File: src/logic/pwm_pair_pkg.sv
/*
 Shared constants, types and helpers for the audio-driven pulse-width pair.
 Assumes a 200 MHz core clock and word-indexed registers on a 32-bit bus.
*/
// Notes on behaviour
// RQ1: two independent generators, duty from audio or from a fixed level
// RQ2: each generator owns a four-input mixer, per-input source and volume
// RQ3: each generator output can drive a general-purpose pin directly
// RQ4: generator outputs are never offered as mixer or processing sources
// RQ5: software picks only sources running at the generator mixer rate
// RQ6: software keeps both enables low while the core clock is off
// RQ7: source selects stay zero until the core clock runs
// RQ8: clear sources, wait 125 us, then change the sample rate select
// RQ9: a generator runs only while its enable is set; enables reset low
// RQ10: override clear uses mixer audio, override set uses fixed level
// RQ11: three-bit clock select: 6.144, 12.288, 24.576 MHz (44.1k family scaled)
// RQ12: higher generator clock gives finer duty resolution
// RQ13: software never picks a generator clock above the core clock
// RQ14: fixed level ten bits two's complement, reset 0x100, 0x000 half, 0x200 none
// RQ15: period equals one sample period of the selected rate
// RQ16: mixer enable refused when core cycles are short; active paths untouched
// RQ17: status bits show which mixers actually became enabled
// RQ18: mixer source and volume words sit at 0x0640 to 0x064F
// RQ19: software inserts rate conversion toward chains at other rates
// RQ20: rate select is bits 14:11, reset 0000, codes 0 to 2 pick rates 1 to 3
// RQ21: mixer output maps linearly onto duty, same coding as fixed level
package pwm_pair_pkg;

    localparam longint CORE_CLK_HZ  = 200_000_000;
    localparam int     CLK_PERIOD_NS = 5;

    // register indices; byte address is four times the index
    localparam logic [15:0] IDX_DRIVE_CTRL = 16'h0030;
    localparam logic [15:0] IDX_LEVEL_ONE  = 16'h0031;
    localparam logic [15:0] IDX_LEVEL_TWO  = 16'h0032;
    localparam logic [15:0] IDX_MIX_STATUS = 16'h0033;
    localparam logic [15:0] IDX_RATE_ONE   = 16'h0034;
    localparam logic [15:0] IDX_RATE_THREE = 16'h0036;
    localparam logic [15:0] IDX_MIX_FIRST  = 16'h0640;
    localparam logic [15:0] IDX_MIX_LAST   = 16'h064F;

    // drive control fields
    localparam int RATE_MSB    = 14;
    localparam int RATE_LSB    = 11;
    localparam int CLKSEL_MSB  = 10;
    localparam int CLKSEL_LSB  = 8;
    localparam int OVD_LSB     = 4;
    localparam int ENA_LSB     = 0;
    localparam logic [15:0] DRIVE_CTRL_MASK = 16'h7F33;
    localparam logic [15:0] DRIVE_CTRL_RST  = 16'h0000;
    localparam logic [3:0]  RATE_CODE_TWO   = 4'h1;
    localparam logic [3:0]  RATE_CODE_THREE = 4'h2;
    localparam logic [2:0]  CLKSEL_12M      = 3'h1;
    localparam logic [2:0]  CLKSEL_24M      = 3'h2;

    // fixed levels and sample-rate setup words
    localparam logic [9:0]  LEVEL_RST       = 10'h100;
    localparam logic [9:0]  LEVEL_HALF_DUTY = 10'h000;
    localparam logic [9:0]  LEVEL_ZERO_DUTY = 10'h200;
    localparam int          RATE_FAMILY_BIT = 15;
    localparam logic [15:0] RATE_REG_MASK   = 16'h83FF;
    localparam logic [15:0] RATE_REG_RST    = 16'h0080;

    // generator base clock and phase increment per core cycle
    localparam longint GEN_HZ_48 = 6_144_000;
    localparam longint GEN_HZ_44 = 5_644_800;
    localparam logic [31:0] INC_48 = 32'((GEN_HZ_48 << 32) / CORE_CLK_HZ);
    localparam logic [31:0] INC_44 = 32'((GEN_HZ_44 << 32) / CORE_CLK_HZ);
    localparam int CYC_PER_BASE = int'(CORE_CLK_HZ / GEN_HZ_48);

    // mixer words: even index source, odd index volume, unity volume 0x80
    localparam int         VOL_SHIFT = 7;
    localparam logic [7:0] SRC_NONE  = 8'h00;

    typedef logic signed [9:0] sample_t;
    typedef enum logic [1:0] {BUS_IDLE, BUS_FETCH, BUS_ANSWER} bus_state_t;
    typedef struct packed {
        logic       enable;
        logic       override;
        logic [9:0] level;
    } gen_cfg_t;

    function automatic logic [11:0] duty_ticks(input logic [9:0] lvl, input logic [11:0] per);
        logic [21:0] prod;
        prod = 22'({~lvl[9], lvl[8:0]}) * 22'(per);
        return prod[21:10];
    endfunction

    function automatic logic [31:0] gen_inc(input logic [2:0] sel, input logic fam);
        logic [31:0] base;
        base = fam ? INC_44 : INC_48;
        case (sel)
            CLKSEL_12M: return base << 1;
            CLKSEL_24M: return base << 2;
            default:    return base;
        endcase
    endfunction

    function automatic logic signed [13:0] mix_term(input sample_t smp, input logic [7:0] vol);
        logic signed [18:0] prod;
        prod = 19'(smp) * 19'($signed({1'b0, vol}));
        return 14'(prod >>> VOL_SHIFT);
    endfunction

    function automatic logic [9:0] sat10(input logic signed [13:0] v);
        if (v > 14'sd511)
            return 10'h1FF;
        if (v < -14'sd512)
            return 10'h200;
        return v[9:0];
    endfunction

    function automatic logic [15:0] merge16(input logic [15:0] old, input logic [15:0] nw,
                                            input logic [1:0] be);
        return {be[1] ? nw[15:8] : old[15:8], be[0] ? nw[7:0] : old[7:0]};
    endfunction

endpackage

File: src/logic/audio_modulated_pwm_pair.sv
/*
 Two pulse-width generators, each fed by a four-input audio mixer or a fixed level,
 with an Avalon-MM register slave. Assumes samples arrive on the core clock domain
 and an outside pin mux routes pwm_out to the pins.
*/
// Added by the designer: register access over Avalon-MM.
`timescale 1ns/10ps
module audio_modulated_pwm_pair #(
    parameter int NUM_SRC  = 8,
    parameter int MIX_COST = 2048
) (
    input  logic                                ref_clk,
    input  logic                                sys_rst,
    input  logic [15:0]                         address,
    input  logic                                read,
    input  logic                                write,
    input  logic [31:0]                         writedata,
    input  logic [3:0]                          byteenable,
    output logic [31:0]                         readdata,
    output logic                                waitrequest,
    input  pwm_pair_pkg::sample_t [NUM_SRC-1:0] src_samples,
    output logic [1:0]                          pwm_out
);
    import pwm_pair_pkg::*;

    bus_state_t        bus_ph_r, bus_ph_nxt;
    logic [15:0]       drive_ctrl_r, drive_ctrl_nxt;
    logic [1:0][9:0]   level_r, level_nxt;
    logic [2:0][15:0]  rate_r, rate_nxt;
    logic [31:0]       readdata_r, readdata_nxt;
    logic              wait_r, wait_nxt;
    logic [15:0]       old_word_r, old_word_nxt;
    logic [7:0]        src_nz_r, src_nz_nxt;
    logic [1:0]        active_r, active_nxt;
    logic [1:0]        fail_r, fail_nxt;
    logic [15:0]       idx, cur_word, new_word, rate_word, mem_rdata;
    logic [3:0]        mix_idx, mem_raddr;
    logic              in_mix, bus_req, bus_steal, commit, fits, mem_we;
    logic [31:0]       need, avail;
    gen_cfg_t [1:0]    cfg;

    // register decode; the mixer span is word indices 0x640..0x64F
    assign idx       = {2'b00, address[15:2]};
    assign in_mix    = (idx >= IDX_MIX_FIRST) && (idx <= IDX_MIX_LAST);  // RQ18
    assign mix_idx   = idx[3:0];
    assign bus_req   = read | write;
    assign bus_steal = (bus_ph_r == BUS_IDLE) && bus_req;
    assign commit    = (bus_ph_r == BUS_ANSWER) && write;
    assign new_word  = merge16(old_word_r, writedata[15:0], byteenable[1:0]);

    // per-generator view of the control registers
    always_comb
    begin
        for (int g = 0; g < 2; g++)
        begin
            cfg[g].enable   = drive_ctrl_r[ENA_LSB + g];
            cfg[g].override = drive_ctrl_r[OVD_LSB + g];
            cfg[g].level    = level_r[g];
        end
    end

    // selected sample-rate word; reserved codes fall back to rate one
    always_comb
    begin
        case (drive_ctrl_r[RATE_MSB:RATE_LSB])  // RQ20
            RATE_CODE_TWO:   rate_word = rate_r[1];
            RATE_CODE_THREE: rate_word = rate_r[2];
            default:         rate_word = rate_r[0];
        endcase
    end

    // cycle budget: one more mixer must fit within the core cycles of one sample
    assign avail = 32'(rate_word[9:0]) * 32'(CYC_PER_BASE);
    assign need  = (32'(active_r[0]) + 32'(active_r[1]) + 32'd1) * 32'(MIX_COST);
    assign fits  = need <= avail;  // RQ16

    // readable view of the addressed word
    always_comb
    begin
        cur_word = 16'h0000;
        if (in_mix)
            cur_word = mem_rdata;
        else if (idx == IDX_DRIVE_CTRL)
            cur_word = drive_ctrl_r;
        else if (idx == IDX_LEVEL_ONE)
            cur_word = {6'h00, level_r[0]};
        else if (idx == IDX_LEVEL_TWO)
            cur_word = {6'h00, level_r[1]};
        else if (idx == IDX_MIX_STATUS)
            cur_word = {12'h000, fail_r, active_r};  // RQ17
        else if (idx >= IDX_RATE_ONE && idx <= IDX_RATE_THREE)
            cur_word = rate_r[2'(idx - IDX_RATE_ONE)];
    end

    // bus sequence: fetch old word, answer one cycle, commit write on that edge
    always_comb
    begin
        bus_ph_nxt     = bus_ph_r;
        drive_ctrl_nxt = drive_ctrl_r;
        level_nxt      = level_r;
        rate_nxt       = rate_r;
        readdata_nxt   = readdata_r;
        wait_nxt       = wait_r;
        old_word_nxt   = old_word_r;
        src_nz_nxt     = src_nz_r;
        active_nxt     = active_r;
        fail_nxt       = fail_r;
        mem_we         = 1'b0;
        case (bus_ph_r)
            BUS_IDLE:
            begin
                if (bus_req)
                    bus_ph_nxt = BUS_FETCH;
            end
            BUS_FETCH:
            begin
                old_word_nxt = cur_word;
                readdata_nxt = read ? {16'h0000, cur_word} : 32'h0000_0000;
                wait_nxt     = 1'b0;
                bus_ph_nxt   = BUS_ANSWER;
            end
            BUS_ANSWER:
            begin
                wait_nxt   = 1'b1;
                bus_ph_nxt = BUS_IDLE;
                if (write)
                begin
                    if (idx == IDX_DRIVE_CTRL)
                        drive_ctrl_nxt = new_word & DRIVE_CTRL_MASK;  // RQ11 RQ20
                    else if (idx == IDX_LEVEL_ONE)
                        level_nxt[0] = new_word[9:0];  // RQ14
                    else if (idx == IDX_LEVEL_TWO)
                        level_nxt[1] = new_word[9:0];
                    else if (idx >= IDX_RATE_ONE && idx <= IDX_RATE_THREE)
                        rate_nxt[2'(idx - IDX_RATE_ONE)] = new_word & RATE_REG_MASK;
                    else if (in_mix)
                    begin
                        mem_we = 1'b1;
                        if (!mix_idx[0])
                        begin
                            src_nz_nxt[mix_idx[3:1]] = (new_word[7:0] != SRC_NONE);
                            // an enable attempt on an idle mixer; others stay as they are
                            if (new_word[7:0] != SRC_NONE && !active_r[mix_idx[3]])
                            begin
                                active_nxt[mix_idx[3]] = fits;  // RQ16
                                fail_nxt[mix_idx[3]]   = !fits;  // RQ17
                            end
                        end
                    end
                end
            end
            default: bus_ph_nxt = BUS_IDLE;
        endcase
        // a mixer with every source cleared is off and its failure forgotten
        for (int m = 0; m < 2; m++)
        begin
            if (src_nz_nxt[m*4 +: 4] == 4'h0)
            begin
                active_nxt[m] = 1'b0;
                fail_nxt[m]   = 1'b0;
            end
        end
    end

    always_ff @(posedge ref_clk or posedge sys_rst)
    begin
        if (sys_rst)
        begin
            bus_ph_r     <= BUS_IDLE;
            drive_ctrl_r <= DRIVE_CTRL_RST;  // RQ9 RQ10
            level_r      <= {LEVEL_RST, LEVEL_RST};  // RQ14
            rate_r       <= {RATE_REG_RST, RATE_REG_RST, RATE_REG_RST};
            readdata_r   <= 32'h0000_0000;
            wait_r       <= 1'b1;
            old_word_r   <= 16'h0000;
            src_nz_r     <= 8'h00;
            active_r     <= 2'b00;
            fail_r       <= 2'b00;
        end
        else
        begin
            bus_ph_r     <= bus_ph_nxt;
            drive_ctrl_r <= drive_ctrl_nxt;
            level_r      <= level_nxt;
            rate_r       <= rate_nxt;
            readdata_r   <= readdata_nxt;
            wait_r       <= wait_nxt;
            old_word_r   <= old_word_nxt;
            src_nz_r     <= src_nz_nxt;
            active_r     <= active_nxt;
            fail_r       <= fail_nxt;
        end
    end

    mixer_word_mem #(.WIDTH(16), .DEPTH(16), .AW(4)) u_mix_mem (
        .ref_clk (ref_clk),
        .sys_rst (sys_rst),
        .wr_en   (mem_we),
        .wr_addr (mix_idx),
        .wr_data (new_word),
        .rd_addr (mem_raddr),
        .rd_data (mem_rdata)
    );

    logic [3:0]              scan_idx_r, scan_idx_nxt, scan_addr_r, scan_addr_nxt;
    logic                    scan_vld_r, scan_vld_nxt;
    logic [7:0]              src_hold_r, src_hold_nxt;
    logic signed [13:0]      acc_r, acc_nxt, sum;
    logic [1:0][9:0]         mix_r, mix_nxt;
    sample_t                 picked;

    // the bus borrows the read port for one cycle; the scan simply waits
    assign mem_raddr = bus_steal ? mix_idx : scan_idx_r;

    // source table holds only external samples, never the generator outputs
    always_comb
    begin
        picked = '0;
        for (int k = 0; k < NUM_SRC; k++)
        begin
            if (src_hold_r == 8'(k + 1))
                picked = src_samples[k];  // RQ4
        end
    end

    // scan all 16 words: source then volume, four inputs per mixer
    always_comb
    begin
        scan_idx_nxt  = bus_steal ? scan_idx_r : scan_idx_r + 4'h1;
        scan_vld_nxt  = !bus_steal;
        scan_addr_nxt = scan_idx_r;
        src_hold_nxt  = src_hold_r;
        acc_nxt       = acc_r;
        mix_nxt       = mix_r;
        sum           = acc_r + mix_term(picked, mem_rdata[7:0]);  // RQ2
        if (scan_vld_r)
        begin
            if (!scan_addr_r[0])
                src_hold_nxt = mem_rdata[7:0];
            else if (scan_addr_r[2:0] == 3'h7)
            begin
                mix_nxt[scan_addr_r[3]] = active_r[scan_addr_r[3]] ? sat10(sum) : 10'h000;
                acc_nxt                 = '0;
            end
            else
                acc_nxt = sum;
        end
    end

    always_ff @(posedge ref_clk or posedge sys_rst)
    begin
        if (sys_rst)
        begin
            scan_idx_r  <= 4'h0;
            scan_vld_r  <= 1'b0;
            scan_addr_r <= 4'h0;
            src_hold_r  <= 8'h00;
            acc_r       <= '0;
            mix_r       <= '0;
        end
        else
        begin
            scan_idx_r  <= scan_idx_nxt;
            scan_vld_r  <= scan_vld_nxt;
            scan_addr_r <= scan_addr_nxt;
            src_hold_r  <= src_hold_nxt;
            acc_r       <= acc_nxt;
            mix_r       <= mix_nxt;
        end
    end

    logic [31:0]       ph_r, ph_nxt, inc_cur;
    logic              tick_r, tick_nxt, any_en, wrap;
    logic [2:0]        sel_eff;
    logic [11:0]       cnt_r, cnt_nxt, per_r, per_nxt, per_cur;
    logic [1:0][11:0]  high_r, high_nxt;
    logic [1:0]        out_r, out_nxt;

    // reserved clock codes run at the base rate; a faster clock gives more steps
    assign sel_eff = (drive_ctrl_r[CLKSEL_MSB:CLKSEL_LSB] > CLKSEL_24M) ? 3'h0
                   : drive_ctrl_r[CLKSEL_MSB:CLKSEL_LSB];
    assign inc_cur = gen_inc(sel_eff, rate_word[RATE_FAMILY_BIT]);  // RQ11
    assign per_cur = {2'b00, rate_word[9:0]} << sel_eff;  // RQ12 RQ15
    assign any_en  = cfg[0].enable | cfg[1].enable;
    assign wrap    = cnt_r >= per_r - 12'h001;

    // generator tick from a phase accumulator, shared period counter, two compares
    always_comb
    begin
        {tick_nxt, ph_nxt} = any_en ? 33'(ph_r) + 33'(inc_cur) : 33'h0;
        cnt_nxt            = cnt_r;
        per_nxt            = per_r;
        high_nxt           = high_r;
        if (!any_en)
        begin
            cnt_nxt  = 12'h000;
            per_nxt  = per_cur;
            high_nxt = '0;
        end
        else if (tick_r)
        begin
            if (wrap)
            begin
                cnt_nxt = 12'h000;
                per_nxt = per_cur;  // RQ15
                for (int g = 0; g < 2; g++)
                    high_nxt[g] = duty_ticks(cfg[g].override ? cfg[g].level : mix_r[g],
                                             per_cur);  // RQ1 RQ10 RQ21
            end
            else
                cnt_nxt = cnt_r + 12'h001;
        end
        for (int g = 0; g < 2; g++)
            out_nxt[g] = cfg[g].enable && (cnt_r < high_r[g]);  // RQ9
    end

    always_ff @(posedge ref_clk or posedge sys_rst)
    begin
        if (sys_rst)
        begin
            ph_r   <= 32'h0000_0000;
            tick_r <= 1'b0;
            cnt_r  <= 12'h000;
            per_r  <= 12'h080;
            high_r <= '0;
            out_r  <= 2'b00;
        end
        else
        begin
            ph_r   <= ph_nxt;
            tick_r <= tick_nxt;
            cnt_r  <= cnt_nxt;
            per_r  <= per_nxt;
            high_r <= high_nxt;
            out_r  <= out_nxt;
        end
    end

    // outputs straight from flops; pwm_out goes to the pin mux as is
    assign pwm_out     = out_r;  // RQ3
    assign readdata    = readdata_r;
    assign waitrequest = wait_r;
endmodule

File: src/logic/mixer_word_mem.sv
/*
 Small word store for mixer source and volume words, registered read port.
 Assumes one writer and one reader on the same clock.
*/
`timescale 1ns/10ps
module mixer_word_mem #(
    parameter int WIDTH = 16,
    parameter int DEPTH = 16,
    parameter int AW    = 4
) (
    input  logic             ref_clk,
    input  logic             sys_rst,
    input  logic             wr_en,
    input  logic [AW-1:0]    wr_addr,
    input  logic [WIDTH-1:0] wr_data,
    input  logic [AW-1:0]    rd_addr,
    output logic [WIDTH-1:0] rd_data
);
    logic [DEPTH-1:0][WIDTH-1:0] mem_r, mem_nxt;
    logic [WIDTH-1:0]            rd_r, rd_nxt;

    // write merge and read fetch
    always_comb
    begin
        mem_nxt = mem_r;
        if (wr_en)
            mem_nxt[wr_addr] = wr_data;
        rd_nxt = mem_r[rd_addr];
    end

    // cleared at reset so every source select starts as "none"
    always_ff @(posedge ref_clk or posedge sys_rst)
    begin
        if (sys_rst)
        begin
            mem_r <= '0;
            rd_r  <= '0;
        end
        else
        begin
            mem_r <= mem_nxt;
            rd_r  <= rd_nxt;
        end
    end

    assign rd_data = rd_r;
endmodule

File: config.mk
export PLATFORM = sky130hd
export DESIGN_NAME = audio_modulated_pwm_pair
export DESIGN_NICKNAME = d
export VERILOG_FILES = /design/src/logic/pwm_pair_pkg.sv /design/src/logic/audio_modulated_pwm_pair.sv /design/src/logic/mixer_word_mem.sv
export SDC_FILE = /design/constraint.sdc
export NUM_CORES = 2
export LEC_CHECK = 0
export BUFFER_PORTS_ARGS = -buffer_cell sky130_fd_sc_hd__clkbuf_2
export CORE_UTILIZATION = 35
export CTS_BUF_LIST = sky130_fd_sc_hd__clkbuf_4
export DETAILED_ROUTE_END_ITERATION = 10
export PLACE_DENSITY_LB_ADDON = 0.15
export SYNTH_ARGS = -nofsm -noshare
export SYNTH_HDL_FRONTEND = slang
export SYNTH_SLANG_ARGS = --single-unit
export TNS_END_PERCENT = 5
File: constraint.sdc
create_clock -name ref_clk -period 21.9 [get_ports ref_clk]
set_clock_uncertainty 0.15 [all_clocks]
set_input_delay 2.19 -clock ref_clk [delete_from_list [all_inputs] [get_ports ref_clk]]
set_output_delay 2.19 -clock ref_clk [all_outputs]
set_load 0.02 [all_outputs]
## Yosys cells after proc, flatten, opt, wreduce, memory -nomap -nowiden

Index checks and enable logic that the tools add are counted.

| word-level totals | value |
|---|---|
| flip-flop bits (word level) | 548 |
| input port bits | 136 |
| output and inout bits | 35 |
| logic and storage cells | 273 |

| operators by class | value |
|---|---|
| add/subtract/negate cells | 8 |
| $mul | 3 |
| order comparisons | 22 |
| equal/unequal tests | 32 |
| shift operators | 1 |
| mux-type cells | 116 |
| bitwise logic cells | 8 |
| reduce and logical (&&, ||, !) cells | 37 |

Operators by type and width:

| operator | count |
|---|---|
| 256-bit bitwise mux | 1 |
| 10-bit 2-to-1 mux | 19 |
| 16-bit 2-to-1 mux | 11 |
| 24-bit 2-to-1 mux | 4 |
| 8-bit 2-to-1 mux | 10 |
| 12-bit 2-to-1 mux | 6 |
| 16-bit binary-select mux with 4-bit select | 1 |
| 16-bit demux with 4-bit select | 1 |
| 29-bit case mux with 2 select lines | 1 |
| 14-bit by 6-bit equality test with 1-bit output (second input constant) | 4 |
| 48-bit bitwise mux | 1 |
| 10-bit by 12-bit multiplier with 22-bit output | 2 |
| 2-bit 2-to-1 mux | 19 |
| 32-bit by 32-bit adder with 33-bit output | 1 |
| 33-bit 2-to-1 mux | 1 |
| 16-bit binary-select mux with 2-bit select | 1 |
| 16-bit demux with 2-bit select | 1 |
| 8-bit by 3-bit equality test with 1-bit output (second input constant) | 4 |
| 16-bit case mux with 2 select lines | 1 |
| 1-bit 2-to-1 mux | 26 |
| 12-bit less-than comparator | 2 |
| 2-bit by 1-bit inequality test with 1-bit output (second input constant) | 11 |
| 20-bit bitwise mux | 1 |
| 10-bit by 9-bit multiplier with 19-bit output | 1 |
| 60 further kinds | 97 |

## Depth between registers and ports, before layout

| logic depth | value |
|---|---|
| word-level depth | 27 |
| mapped depth | 38 |
| depth with buffers taken out | 35 |

## By module

A second synthesis with hierarchy kept.

| second synthesis, totals | value |
|---|---|
| cells, all modules | 3451 |
| area total of the unflattened synthesis | 36792.8 µm² |

Modules (own cells, without submodules):

| module | times used | cells each | area an instance (µm²) |
|---|---|---|---|
| audio_modulated_pwm_pair | 1 | 2719 | 24812.5 |
| mixer_word_mem | 1 | 732 | 11980.2 |

## Worst setup path after synthesis

OpenSTA, ideal clock, no wires.

| path | value |
|---|---|
| kind | input to register |
| start | input src_samples[29] in the netlist's numbering |
| end | register mix_r[13] in the netlist's numbering |
| library setup time | 0.127 ns |
| arrival time | 8.873 ns |
| slack | 12.749 ns |
| stages on the path | 29 |
| path buffers | 0 |
| cells stage by stage | mux2_2 a221oi_1 a211oi_1 a221o_1 nand2_1 fa_1 fa_1 inv_1 fa_1 inv_1 fa_1 inv_1 ha_1 nand4_1 or2_2 and2_1 o21ai_0 a21oi_1 o21ai_0 xor2_1 ha_1 and3_1 nand3_1 and4_1 nor3_1 a21oi_2 nor3_4 o31ai_1 mux2_1 |

| between the ends | value |
|---|---|
| word-level cells in the longest chain between the ends | 21 |
| elaborated cells between the ends (all ways) | 27 |
| those cells by class | add/sub: 1; mul: 1; order compare: 2; mux: 23 |

RTL lines:

| item | line | text |
|---|---|---|
| start: declaration | audio_modulated_pwm_pair.sv:21 | `input pwm_pair_pkg::sample_t [NUM_SRC-1:0] src_samples,` |
| 10-bit 2-to-1 mux (*) (6 in series) | audio_modulated_pwm_pair.sv:221 | `if (src_hold_r == 8'(k + 1))` |
| 10-bit by 9-bit multiplier with 19-bit output (*) | pwm_pair_pkg.sv:101 | `prod = 19'(smp) * 19'($signed({1'b0, vol}));` |
| 14-bit by 12-bit adder with 14-bit output (*) | audio_modulated_pwm_pair.sv:235 | `sum = acc_r + mix_term(picked, mem_rdata[7:0]);` |
| 14-bit by 10-bit less-than comparator with 1-bit output | pwm_pair_pkg.sv:108 | `if (v < -14'sd512)` |
| 1-bit 2-to-1 mux (2 in series) | pwm_pair_pkg.sv:108 |  |
| 1-bit 2-to-1 mux | audio_modulated_pwm_pair.sv:240 | `else if (scan_addr_r[2:0] == 3'h7)` |
| 1-bit 2-to-1 mux | audio_modulated_pwm_pair.sv:238 | `if (!scan_addr_r[0])` |
| 1-bit 2-to-1 mux | audio_modulated_pwm_pair.sv:236 | `if (scan_vld_r)` |
| 10-bit 2-to-1 mux | pwm_pair_pkg.sv:110 | `return v[9:0];` |
| 10-bit 2-to-1 mux (*) | pwm_pair_pkg.sv:108 |  |
| 10-bit 2-to-1 mux (*) | audio_modulated_pwm_pair.sv:240 |  |
| 10-bit 2-to-1 mux (*) | audio_modulated_pwm_pair.sv:238 |  |
| 10-bit 2-to-1 mux (*) | audio_modulated_pwm_pair.sv:236 |  |
| 10-bit 2-to-1 mux (*) | audio_modulated_pwm_pair.sv:242 | `mix_nxt[scan_addr_r[3]] = active_r[scan_addr_r[3]] ? sat10(sum) : 10'h000;` |
| 20-bit bitwise mux (*) | audio_modulated_pwm_pair.sv:242 |  |
| end signal: assignment | audio_modulated_pwm_pair.sv:268 | `mix_r <= mix_nxt;` |
| end: declaration | audio_modulated_pwm_pair.sv:209 | `logic [1:0][9:0] mix_r, mix_nxt;` |

Mark *: on every way between the ends. The rest lies on a longest branch, timed or not. The select of a mux whose other input is x is not followed.
A chain may end at the register's enable or synchronous reset.

## Final worst setup path

| path | value |
|---|---|
| start | register src_hold_r[0] |
| end | register mix_r[8] in the netlist's numbering |

| between the ends | value |
|---|---|
| word-level cells in the longest chain between the ends | 24 |
| elaborated cells between the ends (all ways) | 37 |
| those cells by class | add/sub: 1; mul: 1; order compare: 2; eq/ne: 8; mux: 25 |

RTL lines:

| item | line | text |
|---|---|---|
| start: declaration | audio_modulated_pwm_pair.sv:207 | `logic [7:0] src_hold_r, src_hold_nxt;` |
| start signal: assignment | audio_modulated_pwm_pair.sv:266 | `src_hold_r <= src_hold_nxt;` |
| 8-bit by 1-bit equality test with 1-bit output | audio_modulated_pwm_pair.sv:221 |  |
| 10-bit 2-to-1 mux (7 in series) | audio_modulated_pwm_pair.sv:221 |  |
| 10-bit 2-to-1 mux (*) | audio_modulated_pwm_pair.sv:221 |  |
| 10-bit by 9-bit multiplier with 19-bit output (*) | pwm_pair_pkg.sv:101 |  |
| 14-bit by 12-bit adder with 14-bit output (*) | audio_modulated_pwm_pair.sv:235 |  |
| 14-bit by 10-bit less-than comparator with 1-bit output | pwm_pair_pkg.sv:108 |  |
| 1-bit 2-to-1 mux (2 in series) | pwm_pair_pkg.sv:108 |  |
| 1-bit 2-to-1 mux | audio_modulated_pwm_pair.sv:240 |  |
| 1-bit 2-to-1 mux | audio_modulated_pwm_pair.sv:238 |  |
| 1-bit 2-to-1 mux | audio_modulated_pwm_pair.sv:236 |  |
| 10-bit 2-to-1 mux | pwm_pair_pkg.sv:110 |  |
| 10-bit 2-to-1 mux (*) | pwm_pair_pkg.sv:108 |  |
| 10-bit 2-to-1 mux (*) | audio_modulated_pwm_pair.sv:240 |  |
| 10-bit 2-to-1 mux (*) | audio_modulated_pwm_pair.sv:238 |  |
| 10-bit 2-to-1 mux (*) | audio_modulated_pwm_pair.sv:236 |  |
| 10-bit 2-to-1 mux (*) | audio_modulated_pwm_pair.sv:242 |  |
| 20-bit bitwise mux (*) | audio_modulated_pwm_pair.sv:242 |  |

Marked as above.

==> impl_metrics.json <==
{
  "outcome": "completed",
  "cp_data_required_time_ns": 22.72,
  "fmax_ghz": 0.106,
  "place_congestion": 0.808,
  "wl_um": 104000,
  "synth_seq_cells": 517,
  "ant_nets": 0,
  "synthCells": 3855,
  "ys_seq_area_frac": 0.358,
  "cts_num_sinks": 517,
  "ys_warn_count": 0,
  "drt_iter0_markers": 1458,
  "critPathMostFrequentCell": "fa_1",
  "powerDensity_nw_per_um2": 80.0,
  "cts_buffers": 151,
  "power.leakage_nw": 19.5,
  "die_w_um": 323,
  "fp.dieH_um": 323,
  "yosysMostFrequentCell": "dfrtp_1",
  "initial_utilization": 0.354,
  "path_max_fanout": 18,
  "startpoint_type": "register",
  "dieArea_um2": 105000,
  "worst-setup-path-type": "register to register",
  "synth_cell_types": 85,
  "clk_path_buf_depth": 3,
  "setup.worst_path.end_class": "register",
  "first_pass_iters": 5,
  "tightest_slew_ns": 1.16,
  "cpPeakStageDelay_ns": 0.82,
  "synthFlopType": "dfrtp_1",
  "hold_viol": 0,
  "synth_commonest_cells": "dfrtp_1, nand2_1, nor2_1",
  "detail_route.wl_per_cell_um": 18.9,
  "grt_setup_unrepaired": "false",
  "cts_tree": "yes",
  "ctsResizeCount": 0,
  "vdd_drop_max_mv": 0.0511,
  "setup_viol": 0,
  "dp_slack_ns": 11.62,
  "async_flop_share": 1.00,
  "ys_top_cells_by_area": "dfrtp_1, fa_1, ha_1",
  "drive_gt1_frac": 0.154,
  "fin_crit_ns": 9.41,
  "path_buf_inv": 3,
  "relSlewSlack": 0.214,
  "root_buffer": "clkbuf_4",
  "holdBufCountCts": 0,
  "dp_hpwl_um": 71900,
  "slew_violations": 0,
  "nets": 4588,
  "worstPathArrival_ns": 10.22,
  "synth_top_area_cell": "dfrtp_1",
  "ioPinCount": 171,
  "placed_area_um2": 38400,
  "cts.htree.levels": 4,
  "final_area_um2": 40300,
  "core_um2": 102000,
  "synth-edff-count": 0,
  "io_buffers": 134,
  "path_clk_slew_ns": 0.06,
  "drc_errors": 0,
  "maxCapViolCount": 0,
  "clkLatencyLatePin_ns": 1.03,
  "hold_depth": 2,
  "post-route-period-util": 0.429,
  "critical_path_depth": 30,
  "final_util": 0.395,
  "antenna_found_initial": 6,
  "via_per_inst": 5.04,
  "grt_max_degree": 98,
  "flow.area_growth_from_synthesis_pct": 11.5,
  "grt_pass1_vias": 27845,
  "grt_pass1_wl_um": 162000,
  "r2r_cells": 30,
  "yosysTopAreaCellShare": 0.353,
  "tns_ns": 0,
  "slowest_stage": "nor2b_1",
  "syn_area_per_cell_um2": 9.38,
  "crit_family": "adder cells",
  "num_vias": 27650,
  "netlist_area_um2": 36100,
  "track_usage": 0.201,
  "grt-ovfl-total": 0,
  "hp-class": "register to register",
  "fillers": 10467,
  "fin_ws_ns": 12.49,
  "post_cts_buffers": 0,
  "row_count": 117
}
## cell families (layout without fill, tap and decap cells)
logic type,Yosys count,after routing,synth area share
muxes,188,188,0.0787
and+or+nand+nor,1221,1221,0.147
DFF,517,517,0.358
adders and majority gates,448,448,0.201
buffers and inverters,573,814,0.0619
xor gates and xnor gates,91,91,0.0220
other,1,18,0.000104
AOI/OAI and AO/OA,816,816,0.131
## routing by layer
layer | wire (um) | part of all wire | GRT usage | vias to the layer above
met3 | 3280 | 0.032 | 0.0330 | 142
met1 | 48100 | 0.46 | 0.272 | 13713
met2 | 49900 | 0.48 | 0.331 | 433
li1 | - | - | - | 13354
met4 | 2220 | 0.021 | 0.0578 | 8
met5 | 39 | 0.00038 | 0 | -
## placed cells by master, fill, tap and decap left out, types with 50 or more instances in the layout
cell	instances
mux2i_1	50
inv_1	341
ha_1	226
xnor2_1	50
buf_4	76
a21oi_1	355
nand2_1	460
dfrtp_1	510
clkbuf_4	214
clkbuf_2	134
fa_1	221
o21ai_0	201
nor2_1	448
mux4_2	71
and2_1	80
## state kept, by name, indices dropped and copies added (netlist names), 20 cells and up
signal           count
cfg                 20
high_r              24
mix_r               20
ph_r                32
rate_r              33
u_mix_mem.mem_r    256
## worst min-delay path, stage by stage (launching register included)
cell     delay [ns]
dfrtp_1        0.34
nand2_1        0.04
o21ai_0        0.06
## power by group
| part | internal, mW | total (mW) | switching (mW) |
|---|---|---|---|
| Clock | 0.468 | 0.928 | 0.459 |
| Combinational | 0.440 | 1.20 | 0.764 |
| Sequential | 1.01 | 1.09 | 0.0784 |
## worst paths after layout
kind | startpoint | to | slack (ns)
hold reg to reg | u_mix_mem.mem_r[68] | u_mix_mem.mem_r[68] | 0.32
min in group asynchronous | sys_rst | rate_r[1] | 1.17
hold / removal | u_mix_mem.mem_r[68] | u_mix_mem.mem_r[68] | 0.32
setup reg to reg | src_hold_r[0] | mix_r[8] | 12.49
max in group asynchronous | sys_rst | u_mix_mem.mem_r[78] | 17.58
setup / recovery | src_hold_r[0] | mix_r[8] | 12.49
## metrics by stage
stage	power, mW	cells	hold WS (ns)
final	3.22	5481	0.323
after detailed placement	2.33	5219	0.315
after global placement	2.33	5219	0.307
after CTS	3.28	5479	0.330
after floorplan	1.96	3870	0.257
after global routing	3.46	5481	0.350
## final cells by class
cell class	instances	area, um^2	area share
diodes	2	5.00	0.000124
clock buffers	214	1610	0.0399
clock inverters	46	290	0.00720
inverters	344	1300	0.0322
multi-input cells	2780	21200	0.526
flip-flops and latches	517	12900	0.321
well taps	1368	1710	0.0425
repair buffers	210	1240	0.0308
Power figures use the tool's default switching activity.
